**config.mk**
```make
export PLATFORM = sky130hd
export DESIGN_NAME = vpw_codec
export DESIGN_NICKNAME = d
export VERILOG_FILES = /design/src/design/vpw_pkg.sv /design/src/design/vpw_codec.sv /design/src/design/vpw_fifo.sv /design/src/design/vpw_rx_timer.sv
export VERILOG_INCLUDE_DIRS = /design/src /design/src/design
export SDC_FILE = /design/constraint.sdc
export NUM_CORES = 1
export LEC_CHECK = 0
export ABC_AREA = 0
export CAP_MARGIN = 20
export CORE_MARGIN = 10
export CORE_UTILIZATION = 45
export CTS_CLUSTER_SIZE = 24
export DETAILED_ROUTE_END_ITERATION = 8
export DONT_BUFFER_PORTS = 1
export PLACE_DENSITY = 0.62
export SYNTH_ARGS = -nofsm -noshare
export SYNTH_HDL_FRONTEND = slang
export SYNTH_SLANG_ARGS = --single-unit
```
**constraint.sdc**
```tcl
create_clock -name clk_sys -period 4.5 [get_ports clk_sys]
set_input_delay 0.9 -clock clk_sys [delete_from_list [all_inputs] [get_ports clk_sys]]
set_output_delay 0.9 -clock clk_sys [all_outputs]
set_load 0.02 [all_outputs]
```
**src/design/vpw_codec_defs.svh**
```systemverilog
/*
  Constants of the variable pulse width symbol codec: timing figures in
  microseconds and the cycle counts derived from them.
  Assumes the codec clock runs at the rate given below.
*/
`ifndef VPW_CODEC_DEFS_SVH
`define VPW_CODEC_DEFS_SVH

// ****************************************************************
// Clock and nominal rate
// ****************************************************************
`define VPW_CLK_KHZ      10000
`define VPW_RATE_BPS     10400
`define VPW_CYC(us)      (((us) * `VPW_CLK_KHZ + 999) / 1000)

// ****************************************************************
// Nominal symbol times, microseconds
// ****************************************************************
`define VPW_T_SHORT_US   64
`define VPW_T_LONG_US    128
`define VPW_T_SOF_US     200
`define VPW_T_EOD_US     200
`define VPW_T_EOF_US     280
`define VPW_T_EOF_EXT_US 80
`define VPW_T_IFS_US     300
`define VPW_T_IFS_EXT_US 20
`define VPW_T_BRK_US     240

// ****************************************************************
// Receive window upper bounds, microseconds; transmit guard, cycles
// ****************************************************************
`define VPW_RX_INV_US    34
`define VPW_RX_SHORT_US  96
`define VPW_RX_LONG_US   163
`define VPW_GUARD_CYC    4
`endif

```
**src/design/vpw_pkg.sv**
```systemverilog
/*
  Types shared by the symbol codec: received symbol codes and transmit
  states. Assumes nothing of its surroundings.
*/
package vpw_pkg;
  typedef enum logic [3:0] {
    SYM_NONE, SYM_ZERO, SYM_ONE, SYM_SOF, SYM_EOD, SYM_EOF,
    SYM_IFS, SYM_IDLE, SYM_BRK, SYM_INV
  } sym_t;
  typedef enum logic [2:0] {
    TX_IDLE, TX_SOF, TX_NB, TX_BIT, TX_EOD, TX_SYNC, TX_EXTRA
  } tx_state_t;
endpackage

```
**src/design/vpw_codec.sv**
```systemverilog
/*
  Variable pulse width symbol codec with bitwise arbitration: sends bytes
  from a small FIFO as symbols on the bus and classifies received periods.
  Assumes a transceiver: txActive high drives the bus active, rxLine high
  means the bus is active; rxLine is asynchronous to clk_sys.
*/
`timescale 1ns/10ps
`include "vpw_codec_defs.svh"

module vpw_codec #(
  parameter int CW         = 12,
  parameter int FIFO_DEPTH = 4,
  parameter int GUARD_CYC  = `VPW_GUARD_CYC,
  parameter bit NB_VALUE   = 1'b0,
  parameter int P_INV_MAX  = `VPW_CYC(`VPW_RX_INV_US) - 1,
  parameter int P_ZERO_MAX = `VPW_CYC(`VPW_RX_SHORT_US) - 1,
  parameter int P_ONE_MAX  = `VPW_CYC(`VPW_RX_LONG_US) - 1,
  parameter int P_EOD_MAX  = `VPW_CYC(`VPW_T_BRK_US) - 1,
  parameter int P_EOF_MAX  = `VPW_CYC(`VPW_T_EOF_US) - 1,
  parameter int P_IFS_MAX  = `VPW_CYC(`VPW_T_IFS_US),
  parameter int A_INV_MAX  = `VPW_CYC(`VPW_RX_INV_US) - 1,
  parameter int A_ONE_MAX  = `VPW_CYC(`VPW_RX_SHORT_US) - 1,
  parameter int A_ZERO_MAX = `VPW_CYC(`VPW_RX_LONG_US) - 1,
  parameter int A_SOF_MAX  = `VPW_CYC(`VPW_T_BRK_US) - 1
) (
  input  wire logic       clk_sys,
  input  wire logic       rst,
  input  wire logic       rxLine,
  input  wire logic [7:0] txData,
  input  wire logic       txLast,
  input  wire logic       txIfr,
  input  wire logic       txValid,
  output logic            txReady,
  output logic            txActive,
  output logic            txBusy,
  output logic            txDone,
  output logic            arbLost,
  output logic [7:0]      rxByte,
  output logic            rxByteValid,
  output vpw_pkg::sym_t   symCode,
  output logic            symValid,
  output logic            busIdle
);
  // ****************************************************************
  // Elaboration checks and derived counts
  // ****************************************************************
  localparam int MAXC = (1 << CW) - 2;
  if (!(P_INV_MAX < P_ZERO_MAX && P_ZERO_MAX < P_ONE_MAX &&
        P_ONE_MAX < P_EOD_MAX && P_EOD_MAX < P_EOF_MAX &&
        P_EOF_MAX < P_IFS_MAX && P_IFS_MAX < MAXC &&
        A_INV_MAX < A_ONE_MAX && A_ONE_MAX < A_ZERO_MAX &&
        A_ZERO_MAX < A_SOF_MAX && A_SOF_MAX < MAXC)) begin : g_win
    $error("vpw_codec: receive windows must ascend and fit CW");
  end
  if (GUARD_CYC < 3 || GUARD_CYC > 15) begin : g_grd
    $error("vpw_codec: GUARD_CYC must lie in 3..15");
  end
  if (`VPW_T_EOD_US + `VPW_T_EOF_EXT_US != `VPW_T_EOF_US ||
      `VPW_T_EOF_US + `VPW_T_IFS_EXT_US != `VPW_T_IFS_US) begin : g_eof
    $error("vpw_codec: frame end times inconsistent");
  end
  if ((`VPW_T_SHORT_US + `VPW_T_LONG_US) / 2 !=
      1000000 / `VPW_RATE_BPS) begin : g_rate
    $error("vpw_codec: symbol times do not match the bit rate");
  end

  localparam logic [CW-1:0] SHORT = CW'(`VPW_CYC(`VPW_T_SHORT_US));
  localparam logic [CW-1:0] LONG  = CW'(`VPW_CYC(`VPW_T_LONG_US));
  localparam logic [CW-1:0] SOFC  = CW'(`VPW_CYC(`VPW_T_SOF_US));
  localparam logic [CW-1:0] EODC  = CW'(`VPW_CYC(`VPW_T_EOD_US));
  localparam logic [CW-1:0] BRKC  = CW'(`VPW_CYC(`VPW_T_BRK_US));
  localparam logic [3:0]    GRD   = 4'(GUARD_CYC);

  // Logic 1 is long when passive, logic 0 is long when active
  function automatic logic [CW-1:0] bitDur(input logic act,
                                           input logic val);
    bitDur = (act ^ val) ? LONG - 1'b1 : SHORT - 1'b1;
  endfunction

  // ****************************************************************
  // Receive timing and symbol classification
  // ****************************************************************
  logic          busLvl;
  logic          rise;
  logic          fall;
  logic [CW-1:0] cnt;

  vpw_rx_timer #(.CW(CW)) u_timer (
    .clk_sys (clk_sys),
    .rst     (rst),
    .lineIn  (rxLine),
    .lvl     (busLvl),
    .rise    (rise),
    .fall    (fall),
    .cnt     (cnt)
  );

  // Each window ends at its bound; the next begins one cycle later
  vpw_pkg::sym_t pasCls;
  vpw_pkg::sym_t actCls;
  vpw_pkg::sym_t runSym;
  vpw_pkg::sym_t symNow;
  assign pasCls = (cnt <= CW'(P_INV_MAX))  ? vpw_pkg::SYM_INV :
                  (cnt <= CW'(P_ZERO_MAX)) ? vpw_pkg::SYM_ZERO :
                  (cnt <= CW'(P_ONE_MAX))  ? vpw_pkg::SYM_ONE :
                                             vpw_pkg::SYM_NONE;
  assign actCls = (cnt <= CW'(A_INV_MAX))  ? vpw_pkg::SYM_INV :
                  (cnt <= CW'(A_ONE_MAX))  ? vpw_pkg::SYM_ONE :
                  (cnt <= CW'(A_ZERO_MAX)) ? vpw_pkg::SYM_ZERO :
                  (cnt <= CW'(A_SOF_MAX))  ? vpw_pkg::SYM_SOF :
                                             vpw_pkg::SYM_INV;
  // Long symbols are announced as their bound passes, not at the edge
  assign runSym =
    busLvl ? ((cnt == CW'(A_SOF_MAX + 1)) ? vpw_pkg::SYM_BRK
                                          : vpw_pkg::SYM_NONE) :
    (cnt == CW'(P_ONE_MAX + 1)) ? vpw_pkg::SYM_EOD :
    (cnt == CW'(P_EOD_MAX + 1)) ? vpw_pkg::SYM_EOF :
    (cnt == CW'(P_EOF_MAX + 1)) ? vpw_pkg::SYM_IFS :
    (cnt == CW'(P_IFS_MAX + 1)) ? vpw_pkg::SYM_IDLE :
                                  vpw_pkg::SYM_NONE;
  // A break that already ended the active period is not an edge symbol
  assign symNow =
    (rise && pasCls != vpw_pkg::SYM_NONE) ? pasCls :
    (fall && cnt <= CW'(A_SOF_MAX)) ? actCls : runSym;

  wire bitEv  = symNow == vpw_pkg::SYM_ZERO || symNow == vpw_pkg::SYM_ONE;
  wire brkEv  = symNow == vpw_pkg::SYM_BRK;
  wire eodTime = !busLvl && cnt == EODC;

  logic       inFrame_r;
  logic       nbWait_r;
  logic       eofSeen_r;
  logic [7:0] rxSh_r;
  logic [2:0] rxCnt_r;
  wire  [7:0] rxSh_nxt = {rxSh_r[6:0], symNow == vpw_pkg::SYM_ONE};
  wire        takeBit = bitEv && inFrame_r && !nbWait_r;

  always_ff @(posedge clk_sys) begin
    if (rst) begin
      symCode     <= vpw_pkg::SYM_NONE;
      symValid    <= 1'b0;
      rxByte      <= 8'h00;
      rxByteValid <= 1'b0;
      busIdle     <= 1'b0;
      eofSeen_r   <= 1'b0;
      inFrame_r   <= 1'b0;
      nbWait_r    <= 1'b0;
      rxSh_r      <= 8'h00;
      rxCnt_r     <= 3'h0;
    end else begin
      symCode     <= symNow;
      symValid    <= symNow != vpw_pkg::SYM_NONE;
      rxByteValid <= takeBit && rxCnt_r == 3'h7;
      if (takeBit && rxCnt_r == 3'h7) begin
        rxByte <= rxSh_nxt;
      end
      if (takeBit) begin
        rxSh_r  <= rxSh_nxt;
        rxCnt_r <= rxCnt_r + 3'h1;
      end
      busIdle   <= (busIdle || symNow == vpw_pkg::SYM_IDLE) && !rise;
      eofSeen_r <= (eofSeen_r || symNow == vpw_pkg::SYM_EOF) && !rise;
      unique case (symNow)
        vpw_pkg::SYM_SOF: begin
          inFrame_r <= 1'b1;
          nbWait_r  <= 1'b0;
          rxCnt_r   <= 3'h0;
        end
        vpw_pkg::SYM_EOD: begin
          nbWait_r  <= 1'b1;
          rxCnt_r   <= 3'h0;
        end
        vpw_pkg::SYM_ZERO, vpw_pkg::SYM_ONE: begin
          nbWait_r  <= 1'b0;
        end
        vpw_pkg::SYM_NONE: begin
        end
        default: begin
          inFrame_r <= 1'b0;
          nbWait_r  <= 1'b0;
        end
      endcase
    end
  end

  // ****************************************************************
  // Transmit buffer and symbol sender
  // ****************************************************************
  logic [9:0] head;
  logic       fifoValid;
  logic       popTx;

  vpw_fifo #(.W(10), .DEPTH(FIFO_DEPTH)) u_fifo (
    .clk_sys  (clk_sys),
    .rst      (rst),
    .inData   ({txLast, txIfr, txData}),
    .inValid  (txValid),
    .inReady  (txReady),
    .outData  (head),
    .outValid (fifoValid),
    .outReady (popTx)
  );

  vpw_pkg::tx_state_t st_r;
  vpw_pkg::tx_state_t st_nxt;
  logic          act_nxt;
  logic [CW-1:0] tmr_r;
  logic [CW-1:0] tmr_nxt;
  logic [7:0]    sh_r;
  logic [7:0]    sh_nxt;
  logic [2:0]    idx_r;
  logic [2:0]    idx_nxt;
  logic          last_r;
  logic          last_nxt;
  logic          e8_r;
  logic          e8_nxt;
  logic [3:0]    grd_r;
  logic [3:0]    grd_nxt;
  logic          flush_r;
  logic          flush_nxt;
  logic          done_nxt;
  logic          lost_nxt;

  wire symEnd  = tmr_r == '0;
  wire sending = st_r != vpw_pkg::TX_IDLE && st_r != vpw_pkg::TX_SYNC;
  wire mismatch = sending && grd_r == 4'h0 && busLvl != txActive;
  wire abortEv = mismatch || (st_r != vpw_pkg::TX_IDLE && brkEv);
  // Only a loss seen as the guard after our 8th bit runs out earns extras
  wire loss8   = mismatch && e8_r &&
                 (st_r == vpw_pkg::TX_BIT || st_r == vpw_pkg::TX_EOD);
  wire canGo   = st_r == vpw_pkg::TX_IDLE && !flush_r && fifoValid;
  // A waiting sender also joins a frame whose edge follows end of frame
  wire startSof = canGo && !head[8] &&
                  (busIdle || (eofSeen_r && rise));
  wire startNb  = canGo && head[8] && inFrame_r && eodTime;

  always_comb begin
    st_nxt    = st_r;
    act_nxt   = txActive;
    tmr_nxt   = symEnd ? tmr_r : tmr_r - 1'b1;
    sh_nxt    = sh_r;
    idx_nxt   = idx_r;
    last_nxt  = last_r;
    e8_nxt    = e8_r && grd_r != 4'h0;
    grd_nxt   = (grd_r == 4'h0) ? grd_r : grd_r - 4'h1;
    flush_nxt = flush_r;
    done_nxt  = 1'b0;
    lost_nxt  = 1'b0;
    popTx     = 1'b0;
    unique case (st_r)
      vpw_pkg::TX_IDLE: begin
        if (flush_r) begin
          popTx     = fifoValid;
          flush_nxt = !(fifoValid && head[9]);
        end else if (startSof) begin
          st_nxt  = vpw_pkg::TX_SOF;
          act_nxt = 1'b1;
          tmr_nxt = SOFC - 1'b1;
          grd_nxt = GRD;
        end else if (startNb) begin
          st_nxt  = vpw_pkg::TX_NB;
          act_nxt = 1'b1;
          tmr_nxt = bitDur(1'b1, NB_VALUE);
          grd_nxt = GRD;
        end
      end
      vpw_pkg::TX_SOF, vpw_pkg::TX_NB, vpw_pkg::TX_BIT: begin
        if (symEnd) begin
          act_nxt = !txActive;
          grd_nxt = GRD;
          e8_nxt  = st_r == vpw_pkg::TX_BIT && idx_r == 3'h7;
          if (st_r == vpw_pkg::TX_BIT && idx_r != 3'h7) begin
            sh_nxt  = {sh_r[6:0], 1'b0};
            idx_nxt = idx_r + 3'h1;
            tmr_nxt = bitDur(!txActive, sh_r[6]);
          end else if (st_r == vpw_pkg::TX_BIT &&
                       (last_r || !fifoValid)) begin
            st_nxt   = vpw_pkg::TX_EOD;
            tmr_nxt  = EODC - 1'b1;
            last_nxt = 1'b1;
          end else begin
            popTx    = 1'b1;
            st_nxt   = vpw_pkg::TX_BIT;
            sh_nxt   = head[7:0];
            last_nxt = head[9];
            idx_nxt  = 3'h0;
            tmr_nxt  = bitDur(!txActive, head[7]);
          end
        end
      end
      vpw_pkg::TX_EOD: begin
        if (symEnd) begin
          st_nxt   = vpw_pkg::TX_IDLE;
          done_nxt = 1'b1;
        end
      end
      vpw_pkg::TX_SYNC: begin
        // Extra bits follow the winner's timing from its falling edge
        if (!busLvl) begin
          st_nxt  = vpw_pkg::TX_EXTRA;
          idx_nxt = 3'h0;
          tmr_nxt = bitDur(1'b0, 1'b1);
          grd_nxt = GRD;
        end
      end
      vpw_pkg::TX_EXTRA: begin
        if (symEnd && idx_r == 3'h0) begin
          idx_nxt = 3'h1;
          act_nxt = 1'b1;
          tmr_nxt = bitDur(1'b1, 1'b1);
          grd_nxt = GRD;
        end else if (symEnd) begin
          st_nxt  = vpw_pkg::TX_IDLE;
          act_nxt = 1'b0;
        end
      end
      default: begin
        st_nxt  = vpw_pkg::TX_IDLE;
        act_nxt = 1'b0;
      end
    endcase
    // Loss releases the bus at once; unsent bytes of the frame are dropped
    if (abortEv) begin
      popTx     = 1'b0;
      act_nxt   = 1'b0;
      lost_nxt  = mismatch && st_r != vpw_pkg::TX_EXTRA;
      flush_nxt = flush_r || st_r == vpw_pkg::TX_SOF ||
                  st_r == vpw_pkg::TX_NB || !last_r;
      st_nxt    = loss8 ? vpw_pkg::TX_SYNC : vpw_pkg::TX_IDLE;
    end
  end

  always_ff @(posedge clk_sys) begin
    if (rst) begin
      st_r     <= vpw_pkg::TX_IDLE;
      txActive <= 1'b0;
      tmr_r    <= '0;
      sh_r     <= 8'h00;
      idx_r    <= 3'h0;
      last_r   <= 1'b0;
      e8_r     <= 1'b0;
      grd_r    <= 4'h0;
      flush_r  <= 1'b0;
      txDone   <= 1'b0;
      arbLost  <= 1'b0;
      txBusy   <= 1'b0;
    end else begin
      st_r     <= st_nxt;
      txActive <= act_nxt;
      tmr_r    <= tmr_nxt;
      sh_r     <= sh_nxt;
      idx_r    <= idx_nxt;
      last_r   <= last_nxt;
      e8_r     <= e8_nxt;
      grd_r    <= grd_nxt;
      flush_r  <= flush_nxt;
      txDone   <= done_nxt;
      arbLost  <= lost_nxt;
      txBusy   <= st_nxt != vpw_pkg::TX_IDLE || flush_nxt;
    end
  end

  // ****************************************************************
  // Checks
  // ****************************************************************
  logic          prevAct_r;
  logic [CW-1:0] run_r;
  always_ff @(posedge clk_sys) begin
    if (rst) begin
      prevAct_r <= 1'b0;
      run_r     <= '0;
    end else begin
      prevAct_r <= txActive;
      run_r     <= (txActive != prevAct_r) ? CW'(1) : run_r + 1'b1;
    end
  end

  a_sof_len: assert property (@(posedge clk_sys) disable iff (rst)
    $fell(txActive) && $past(st_r) == vpw_pkg::TX_SOF && !$past(abortEv)
    |-> run_r == SOFC) else $error("start of frame length wrong");
  a_one_pas: assert property (@(posedge clk_sys) disable iff (rst)
    $rose(txActive) && $past(st_r) == vpw_pkg::TX_BIT && $past(sh_r[7])
    && !$past(abortEv) |-> run_r == LONG)
    else $error("passive logic 1 length wrong");
  a_zero_act: assert property (@(posedge clk_sys) disable iff (rst)
    $fell(txActive) && $past(st_r) == vpw_pkg::TX_BIT && !$past(sh_r[7])
    && !$past(abortEv) |-> run_r == LONG)
    else $error("active logic 0 length wrong");
  a_eod_len: assert property (@(posedge clk_sys) disable iff (rst)
    txDone |-> !txActive && run_r == EODC)
    else $error("end of data length wrong");
  a_no_break: assert property (@(posedge clk_sys) disable iff (rst)
    txActive && prevAct_r |-> run_r < BRKC)
    else $error("device drove a break");
  a_loss_stop: assert property (@(posedge clk_sys) disable iff (rst)
    mismatch && !loss8 |=> !txActive && st_r == vpw_pkg::TX_IDLE &&
    (arbLost || $past(st_r) == vpw_pkg::TX_EXTRA))
    else $error("drive kept after lost arbitration");
  a_eighth_ext: assert property (@(posedge clk_sys) disable iff (rst)
    loss8 |=> st_r == vpw_pkg::TX_SYNC && arbLost && !txActive)
    else $error("8th bit loss did not append bits");
  a_start_ok: assert property (@(posedge clk_sys) disable iff (rst)
    $rose(txActive) && $past(st_r) == vpw_pkg::TX_IDLE
    |-> $past(busIdle || (eofSeen_r && rise) || eodTime))
    else $error("transmission began on a busy bus");
  a_rx_one: assert property (@(posedge clk_sys) disable iff (rst)
    rise && cnt > CW'(P_ZERO_MAX) && cnt <= CW'(P_ONE_MAX)
    |=> symValid && symCode == vpw_pkg::SYM_ONE)
    else $error("passive logic 1 misclassified");
  a_brk_seen: assert property (@(posedge clk_sys) disable iff (rst)
    busLvl && cnt == CW'(A_SOF_MAX + 1)
    |=> symCode == vpw_pkg::SYM_BRK ##1 !symValid)
    else $error("break not reported once");
  a_idle_set: assert property (@(posedge clk_sys) disable iff (rst)
    !busLvl && cnt == CW'(P_IFS_MAX + 1) && !rise |=> busIdle)
    else $error("idle not flagged after separation");
endmodule

```
**src/design/vpw_fifo.sv**
```systemverilog
/*
  Small first-in first-out buffer with valid/ready on both sides.
  Assumes one clock and a synchronous active-high reset.
*/
`timescale 1ns/10ps
module vpw_fifo #(
  parameter int W     = 10,
  parameter int DEPTH = 4
) (
  input  wire logic         clk_sys,
  input  wire logic         rst,
  input  wire logic [W-1:0] inData,
  input  wire logic         inValid,
  output logic              inReady,
  output logic [W-1:0]      outData,
  output logic              outValid,
  input  wire logic         outReady
);
  localparam int AW = (DEPTH > 1) ? $clog2(DEPTH) : 1;
  if (DEPTH < 2 || (1 << AW) != DEPTH) begin : g_chk
    $error("vpw_fifo: DEPTH must be a power of two, at least 2");
  end

  logic [W-1:0]  mem [DEPTH];
  logic [AW-1:0] wrPtr_r;
  logic [AW-1:0] rdPtr_r;
  logic [AW:0]   cnt_r;
  logic [AW:0]   cnt_nxt;
  wire           push = inValid && inReady;
  wire           pop  = outValid && outReady;

  assign outData = mem[rdPtr_r];
  assign cnt_nxt = cnt_r + {{AW{1'b0}}, push} - {{AW{1'b0}}, pop};

  always_ff @(posedge clk_sys) begin
    if (push) begin
      mem[wrPtr_r] <= inData;
    end
  end

  // Flags are registered so that ready leaves the block from a flop
  always_ff @(posedge clk_sys) begin
    if (rst) begin
      wrPtr_r  <= '0;
      rdPtr_r  <= '0;
      cnt_r    <= '0;
      inReady  <= 1'b1;
      outValid <= 1'b0;
    end else begin
      wrPtr_r  <= wrPtr_r + {{(AW-1){1'b0}}, push};
      rdPtr_r  <= rdPtr_r + {{(AW-1){1'b0}}, pop};
      cnt_r    <= cnt_nxt;
      inReady  <= cnt_nxt != (AW+1)'(DEPTH);
      outValid <= cnt_nxt != '0;
    end
  end
endmodule

```
**src/design/vpw_rx_timer.sv**
```systemverilog
/*
  Synchronises the received bus line and measures how long its level has
  stood. Assumes the line is asynchronous to clk_sys; high means active.
*/
`timescale 1ns/10ps
module vpw_rx_timer #(
  parameter int CW = 12
) (
  input  wire logic          clk_sys,
  input  wire logic          rst,
  input  wire logic          lineIn,
  output logic               lvl,
  output logic               rise,
  output logic               fall,
  output logic [CW-1:0]      cnt
);
  logic          s1_r;
  logic          s2_r;
  logic          lvl_r;
  logic [CW-1:0] cnt_r;
  wire           chg = s2_r != lvl_r;

  assign lvl  = lvl_r;
  assign rise = s2_r && !lvl_r;
  assign fall = !s2_r && lvl_r;
  // On an edge cycle cnt still holds the length of the ended period
  assign cnt  = cnt_r;

  always_ff @(posedge clk_sys) begin
    if (rst) begin
      s1_r  <= 1'b0;
      s2_r  <= 1'b0;
      lvl_r <= 1'b0;
      cnt_r <= '0;
    end else begin
      s1_r  <= lineIn;
      s2_r  <= s1_r;
      lvl_r <= s2_r;
      // Saturates so a stuck bus never wraps into a short window
      cnt_r <= chg ? CW'(1) : ((&cnt_r) ? cnt_r : cnt_r + 1'b1);
    end
  end
endmodule

```
==> results.txt, run 1 <==
----------------------------------------------------
[Global routing]
  Pin count of the biggest net entering global routing ... 78
  Total global routing overflow ... 0
  Initial antenna violation count ... 0
  Vias in the first global route ... 4329
  Overall track demand over capacity in global routing ... 14.03%
  Global-route wire length before repair ... 20940 microns

[Detailed routing]
  Drt total wl ... 12440 microns
  Post-route DRC ... 0
  Vias after detailed routing ... 4374
  Average wire length per cell after detail routing ... 15.76 microns
  Detail Route Antenna Nets ... 0
  Number of iterations in the first detailed-routing pass ... 4
  Violation count after the first detailed-route iteration ... 253
  Vias per inst ... 5.544

[Synthesis]
  Synthesized instance count ... 608
  Mean cell area of the mapped netlist ... 9.952 sq um
  Cell Area, Synth ... 6051 sq um
  Cell taking the most area after synthesis ... dfxtp_1
  Compound-Gate Fraction of Synth Area ... 11.56%
  Xor-xnor portion of the synthesized cell area ... 3.040%
  Post-Synth Simple-Gate Area ... 21.34%
  Largest cells by area after synthesis ... dfxtp_1 (29%), edfxtp_1 (20%), nor2_1 (4.5%), ha_1 (3.7%), mux4_2 (3.7%)
  Share of synthesized registers carrying an async set or reset ... 0%
  Number of warnings issued by yosys ... 0
  Adder and majority cell fraction of the synthesized area ... 4.053%
  Mux contribution to synthesized area ... 7.113%
  Net count after synthesis ... 641
  Register bit count reported by yosys ... 128
  Yosys top cell area share ... 29.11%
  Distinct cell type count of the synthesized netlist ... 66
  Portion of the post-synthesis area used by sequential elements ... 48.97%
  Largest family of logic cells by synthesized area ... simple AND/OR/NAND/NOR gates
  Most frequently used flop master after synthesis ... dfxtp_1
  Number of enable flip-flop cells after synthesis ... 40

[Clock network]
  Clk_lat worst skew ... 0.41 ns
  Clock buffer count from CTS ... 17
  CTS tree ... yes
  CTS sink count ... 128
  Setup bufs post-CTS ... 0
  Maximum level of the CTS H-tree ... 4
  Clk Tree Root Cell ... clkbuf_16
  PostCTS Resize Cnt ... 0
  Hold-fix buffer count after cts ... 0
  Clock slew at reported path FFs ... 0.06 ns
  Deepest clock path buffer count ... 2

[Critical path]
  Highest net fanout along the worst path ... 14
  Number of logic stages on the critical path including buffering ... 17
  Slowest cell on the critical path ... nor3b_1
  Cell-by-cell trace of the critical path ... inv_1, ha_1, nor3b_1, and3_1, and2_2, inv_1, nor4_1, a21oi_1, nor4b_1, ha_1, inv_1, ha_1, fa_1, xnor2_1, xnor2_1, nor2_1, nand2_1
  Setup crit end ... u_fifo.inReady
  Launch point of the worst reg-to-reg path ... tmr_r[0]
  Crit path buf inv count ... 3
  Category of the worst setup path capture point ... flip-flop
  Required time worst endpoint ... 4.80 ns
  Crit path max-delay family ... simple AND/OR/NAND/NOR gates
  Worst reg2reg endpoint ... u_fifo.inReady
  Critical setup path kind ... reg -> reg
  Kind of start point of the critical path ... flip-flop
  Internal reg-to-reg setup slack ... 0.61 ns
  Arrival @ worst endpoint ... 4.19 ns
  R2R depth ... 17
  Delay of the slowest critical-path stage ... 0.42 ns
  Launching element of the worst setup path ... tmr_r[0]

[Placement]
  Final RePlAce weighted congestion ... 0.8916
  Placed Cells ... 757
  Buffers on Ports ... 0
  Post-detailed-placement cell area ... 6168 sq um
  Placed wire-length estimate ... 8690 microns

[Pwr]
  Sequential fraction of design power ... 43.2%
  Total net switching power ... 809.4 uW
  Total power after layout ... 3129 uW
  Pwr per Cell Area ... 464.5 nW/um^2
  Max IR drop VDD ... 273.6 uV
  Switching part of the total power ... 25.86%
  Proportion of power drawn by the clock network ... 41.7%
  Comb power frac ... 15.1%
  Cell leakage power ... 0.002387 uW
  P_int ... 2320 uW

[STA]
  Final hold viol count ... 0
  Final slew viol count ... 0
  Final setup fails ... 0
  Maximum frequency from static timing analysis ... 0.2571 GHz
  Final worst path period share ... 86.43%
  Setup repair after global routing missed its margin ... false
  Summed negative setup slack over all endpoints ... 0 ns
  Measured slew at the worst slew-check pin ... 0.7334 ns
  Shortest period the worst path allows ... 3.889 ns
  Worst max-slew margin expressed relative to the limit ... 50.59%
  Worst clock skew on the final layout ... 0.008058 ns

[Die]
  Die Span X ... 136.0 microns
  Die Height ... 136.0 microns
  Num rows ... 42
  Die area ... 18480 sq um
  CORE AREA ... 13190 sq um
  Effective utilization at floorplan ... 45.87%
  Number of top-level design ports ... 34

[Final layout]
  Synthesis-to-finish area growth ... 11.33%
  Antenna diode count ... 0
  Fraction of layout instances using a drive strength above 1 ... 10.60%
  Most common cell after layout, fill and taps aside ... dfxtp_1
  Non-Filler Instances ... 789
  Commonest cells after routing, fill and taps aside ... dfxtp_1 (88), nor2_1 (73), nand2_1 (45), a21oi_1 (43), edfxtp_1 (40)
  Post-route cell area ... 6736 sq um
  Nets@finish ... 633

[Hold path]
  Worst Hold Class ... reg -> reg

[Flow run]
  Reported max-cap violation count ... 0

[Run status]
  Result of the run ... finished clean

----------------------------------------------------
==> metrics by stage <==
stage / util [%] / setup WS, ns / hold slack (ns)
3_5_place_dp: 46.77 / 0.6117 / 0.4231
5_1_grt: 51.07 / 0.1600 / 0.4529
2_1_floorplan: - / 1.040 / 0.4138
4_1_cts: 51.07 / 0.5877 / 0.4356
3_3_place_gp: 46.77 / 0.7946 / 0.4193
6_report: 51.07 / 0.6107 / 0.4331
==> sequential cells by signal, summed over array words and instances (netlist names), 3 cells and up <==
| register | flops |
|---|---|
| tmr_r | 12 |
| st_r | 3 |
| rxByte | 8 |
| idx_r | 3 |
| symCode | 4 |
| u_fifo.mem | 40 |
| sh_r | 7 |
| grd_r | 4 |
| rxCnt_r | 3 |
| rxSh_r | 7 |
| u_timer.cnt | 12 |
| u_fifo.cnt_r | 3 |
==> power groups by stage <==
stage	registers (uW)	logic, uW	clock network, uW
6_report	1350	474	1300
2_1_floorplan	1360	399	0
3_5_place_dp	1380	472	0
5_1_grt	1360	540	1390
4_1_cts	1350	478	1330
3_3_place_gp	1370	454	0
==> per-layer routing <==
layer | share of wire (%) | up-vias | GRT usage, % | wire, microns
met2 | 46 | 102 | 22.52 | 5727
li1 | - | 2170 | - | -
met4 | 1.7 | 0 | 5.917 | 215
met1 | 47 | 2082 | 16.97 | 5797
met5 | 0 | - | 0 | 0
met3 | 5.6 | 20 | 4.539 | 697
==> area by class of cell <==
class | instances | area (sq um)
Sequential cell | 128 | 2963
Fill cell | 1198 | 6454
Multi-Input combinational cell | 424 | 2850
Tap cell | 176 | 220.2
Inverter | 22 | 82.58
Clock buffer | 18 | 429.2
Timing Repair Buffer | 7 | 52.55
Clock inverter | 14 | 138.9
==> worst min path at each step <==
stage                         to  cells after the start          from
floorplan           u_timer.s2_r                      1  u_timer.s1_r
global route        u_timer.s2_r                      1  u_timer.s1_r
finish              u_timer.s2_r                      1  u_timer.s1_r
global placement    u_timer.s2_r                      1  u_timer.s1_r
detailed placement  u_timer.s2_r                      1  u_timer.s1_r
CTS                 u_timer.s2_r                      1  u_timer.s1_r
==> cell usage after synthesis, types with 8 or more instances <==
cell type and number:
buf_2 13, nor3_1 15, a31oi_1 10, o21ai_0 15, edfxtp_1 40, xnor2_1 13, nand2_1 45, or3_1 9
nor2b_1 14, nor4_1 8, nand2b_1 21, mux4_2 10, mux2i_1 19, clkbuf_1 19, dfxtp_1 88, and3_1 9
inv_1 22, nor2_1 73, ha_1 18, nand3_1 10, xor2_1 8, a21oi_1 43
==> cells by family after synthesis <==
group	count (synthesis)
flip-flops	128
multiplexers	30
AND/OR/NAND/NOR	244
AO/OA/AOI/OAI	110
buffers and inverters	56
adder cells (fa/ha/maj)	19
XOR/XNOR	21
==> worst reg2reg max path, cell delays in order, from the launching register on <==
cell and delay [ns]:
dfxtp_1 0.32, inv_1 0.06, ha_1 0.17, nor3b_1 0.42
and3_1 0.29, and2_2 0.21, inv_1 0.21, nor4_1 0.32
a21oi_1 0.07, nor4b_1 0.42, ha_1 0.19, inv_1 0.04
ha_1 0.20, fa_1 0.37, xnor2_1 0.15, xnor2_1 0.14
nor2_1 0.13, nand2_1 0.07
Power figures use the tool's default switching activity.
==> inputs of run 2 (changes only) <==
- RECOVER_POWER: not set -> 100
==> run 2 against run 1 <==
  * Fmax fell by 0.52%
  * Routed wire length rose by 0.62%
  * Hold slack improved by 0.0028 ns
  * Clock-buffer cell count did not move
  * Critical path type unchanged
  * Critical path depth did not move
  * Critical endpoint unchanged
  * Largest cell class unchanged
  * Highest routed layer unchanged
  * Global-route usage did not move
==> results.txt, run 2 (synthesis gave the netlist of run 1 again) <==
----------------------------------------------------
[Placement]
  Placed wire-length estimate ... 8690 microns
  Final RePlAce weighted congestion ... 0.8916
  Placed Cells ... 757
  Minimum setup slack after placement ... 0.6117 ns
  Buffers on Ports ... 0

[Die]
  Number of top-level design ports ... 34
  Die Span X ... 136.0 microns
  CORE AREA ... 13190 sq um
  Die Height ... 136.0 microns
  Effective utilization at floorplan ... 45.87%
  Die area ... 18480 sq um
  Num rows ... 42

[Global routing]
  Global-route wire length before repair ... 20940 microns
  Initial antenna violation count ... 0
  Total global routing overflow ... 0
  Pin count of the biggest net entering global routing ... 78
  Vias in the first global route ... 4329
  Overall track demand over capacity in global routing ... 14.03%

[Detailed routing]
  Average wire length per cell after detail routing ... 15.86 microns
  Vias after detailed routing ... 4393
  Vias per inst ... 5.568
  Post-route DRC ... 0
  Number of iterations in the first detailed-routing pass ... 4
  Drt total wl ... 12520 microns
  Violation count after the first detailed-route iteration ... 262
  Detail Route Antenna Nets ... 0

[Final layout]
  Fillers ... 1213
  Fraction of layout instances using a drive strength above 1 ... 8.646%
  Register name with the most flops ... u_fifo.mem
  Synthesis-to-finish area growth ... 10.44%
  Commonest cells after routing, fill and taps aside ... dfxtp_1 (88), nor2_1 (73), nand2_1 (45), a21oi_1 (44), edfxtp_1 (40)
  Most common cell after layout, fill and taps aside ... dfxtp_1
  Area used by sequential logic in the layout ... 2963 sq um
  Non-Filler Instances ... 789
  Antenna diode count ... 0
  Nets@finish ... 633
  Leading registers by flop count ... u_fifo.mem: 40 flops, tmr_r: 12 flops, u_timer.cnt: 12 flops
  Number of flip-flops in the largest register ... 40
  Area taken by multi-input logic gates ... 2811 sq um

[STA]
  Shortest period the worst path allows ... 3.910 ns
  Summed negative setup slack over all endpoints ... 0 ns
  Worst hold margin ... 0.4359 ns
  Maximum frequency from static timing analysis ... 0.2558 GHz
  Setup repair after global routing missed its margin ... false
  Worst clock skew on the final layout ... 0.007741 ns
  Final hold viol count ... 0
  Final worst path period share ... 86.88%
  Measured slew at the worst slew-check pin ... 1.414 ns
  Worst path setup slack after routing ... 0.5905 ns
  Final slew viol count ... 0
  Final setup fails ... 0
  Worst max-slew margin expressed relative to the limit ... 5.029%

[Pwr]
  Max IR drop VDD ... 274.4 uV
  Cell leakage power ... 0.002362 uW
  Pwr per Cell Area ... 468.0 nW/um^2
  Total power after layout ... 3128 uW

[Critical path]
  Highest net fanout along the worst path ... 14
  Required time worst endpoint ... 4.80 ns
  Kind of start point of the critical path ... flip-flop
  Arrival @ worst endpoint ... 4.21 ns
  Critical setup path kind ... reg -> reg
  Category of the worst setup path capture point ... flip-flop

[Clock network]
  Deepest clock path buffer count ... 2
  Hold-fix buffer count after cts ... 0
  Clk Tree Root Cell ... clkbuf_16
  Clk_lat worst skew ... 0.42 ns
  CTS tree ... yes
  PostCTS Resize Cnt ... 0
  Setup bufs post-CTS ... 0
  Clock slew at reported path FFs ... 0.06 ns
  Maximum level of the CTS H-tree ... 4
  Clock buffer count from CTS ... 17
  CTS sink count ... 128

[Hold path]
  Worst Hold Class ... reg -> reg

[Flow run]
  Reported max-cap violation count ... 0

[Run status]
  Result of the run ... finished clean

----------------------------------------------------
## run 2: report_power, final
part	total, uW	switching (uW)	internal [uW]
combinational	469	253	216
sequential	1350	62.0	1290
clock	1310	497	811
## run 2: layout make-up
cell class | instances | area share, %
inverter | 22 | 1.236
tap | 176 | 3.295
multi-input combinational | 424 | 42.07
sequential | 128 | 44.34
timing repair buffer | 7 | 0.5617
clock inverter | 14 | 2.078
clock buffer | 18 | 6.422
## run 2: worst max-delay path, stage by stage, from the launching register on
cell and delay (ns):
dfxtp_1 0.32, inv_1 0.06, ha_1 0.17, nor3b_1 0.43, and3_1 0.29, and2_2 0.21, inv_1 0.22, nor4_1 0.32
a21oi_1 0.07, nor4b_1 0.43, ha_1 0.19, inv_1 0.04, ha_1 0.20, fa_1 0.37, xnor2_1 0.15, xnor2_1 0.14
nor2_1 0.13, nand2_1 0.07
## run 2: final timing paths
check	from	endpoint	slack (ns)	cells past startpoint
max	tmr_r[0]	u_fifo.inReady	0.59	17
min	u_timer.s1_r	u_timer.s2_r	0.44	1
max reg2reg	tmr_r[0]	u_fifo.inReady	0.59	17
min reg2reg	u_timer.s1_r	u_timer.s2_r	0.44	1
## run 2: metal layers
| layer | up-vias | track usage [%] | wire length, microns |
|---|---|---|---|
| met5 | - | 0 | 0 |
| met2 | 117 | 22.52 | 5737 |
| met3 | 20 | 4.539 | 796 |
| met1 | 2088 | 16.97 | 5766 |
| met4 | 0 | 5.917 | 215 |
| li1 | 2168 | - | - |
## run 2: through the flow
step,util [%],cell area [sq um]
after detailed placement,46.77,6168
after CTS,51.07,6736
final,50.66,6683
after floorplan,-,6051
after global placement,46.77,6168
after global routing,50.66,6683
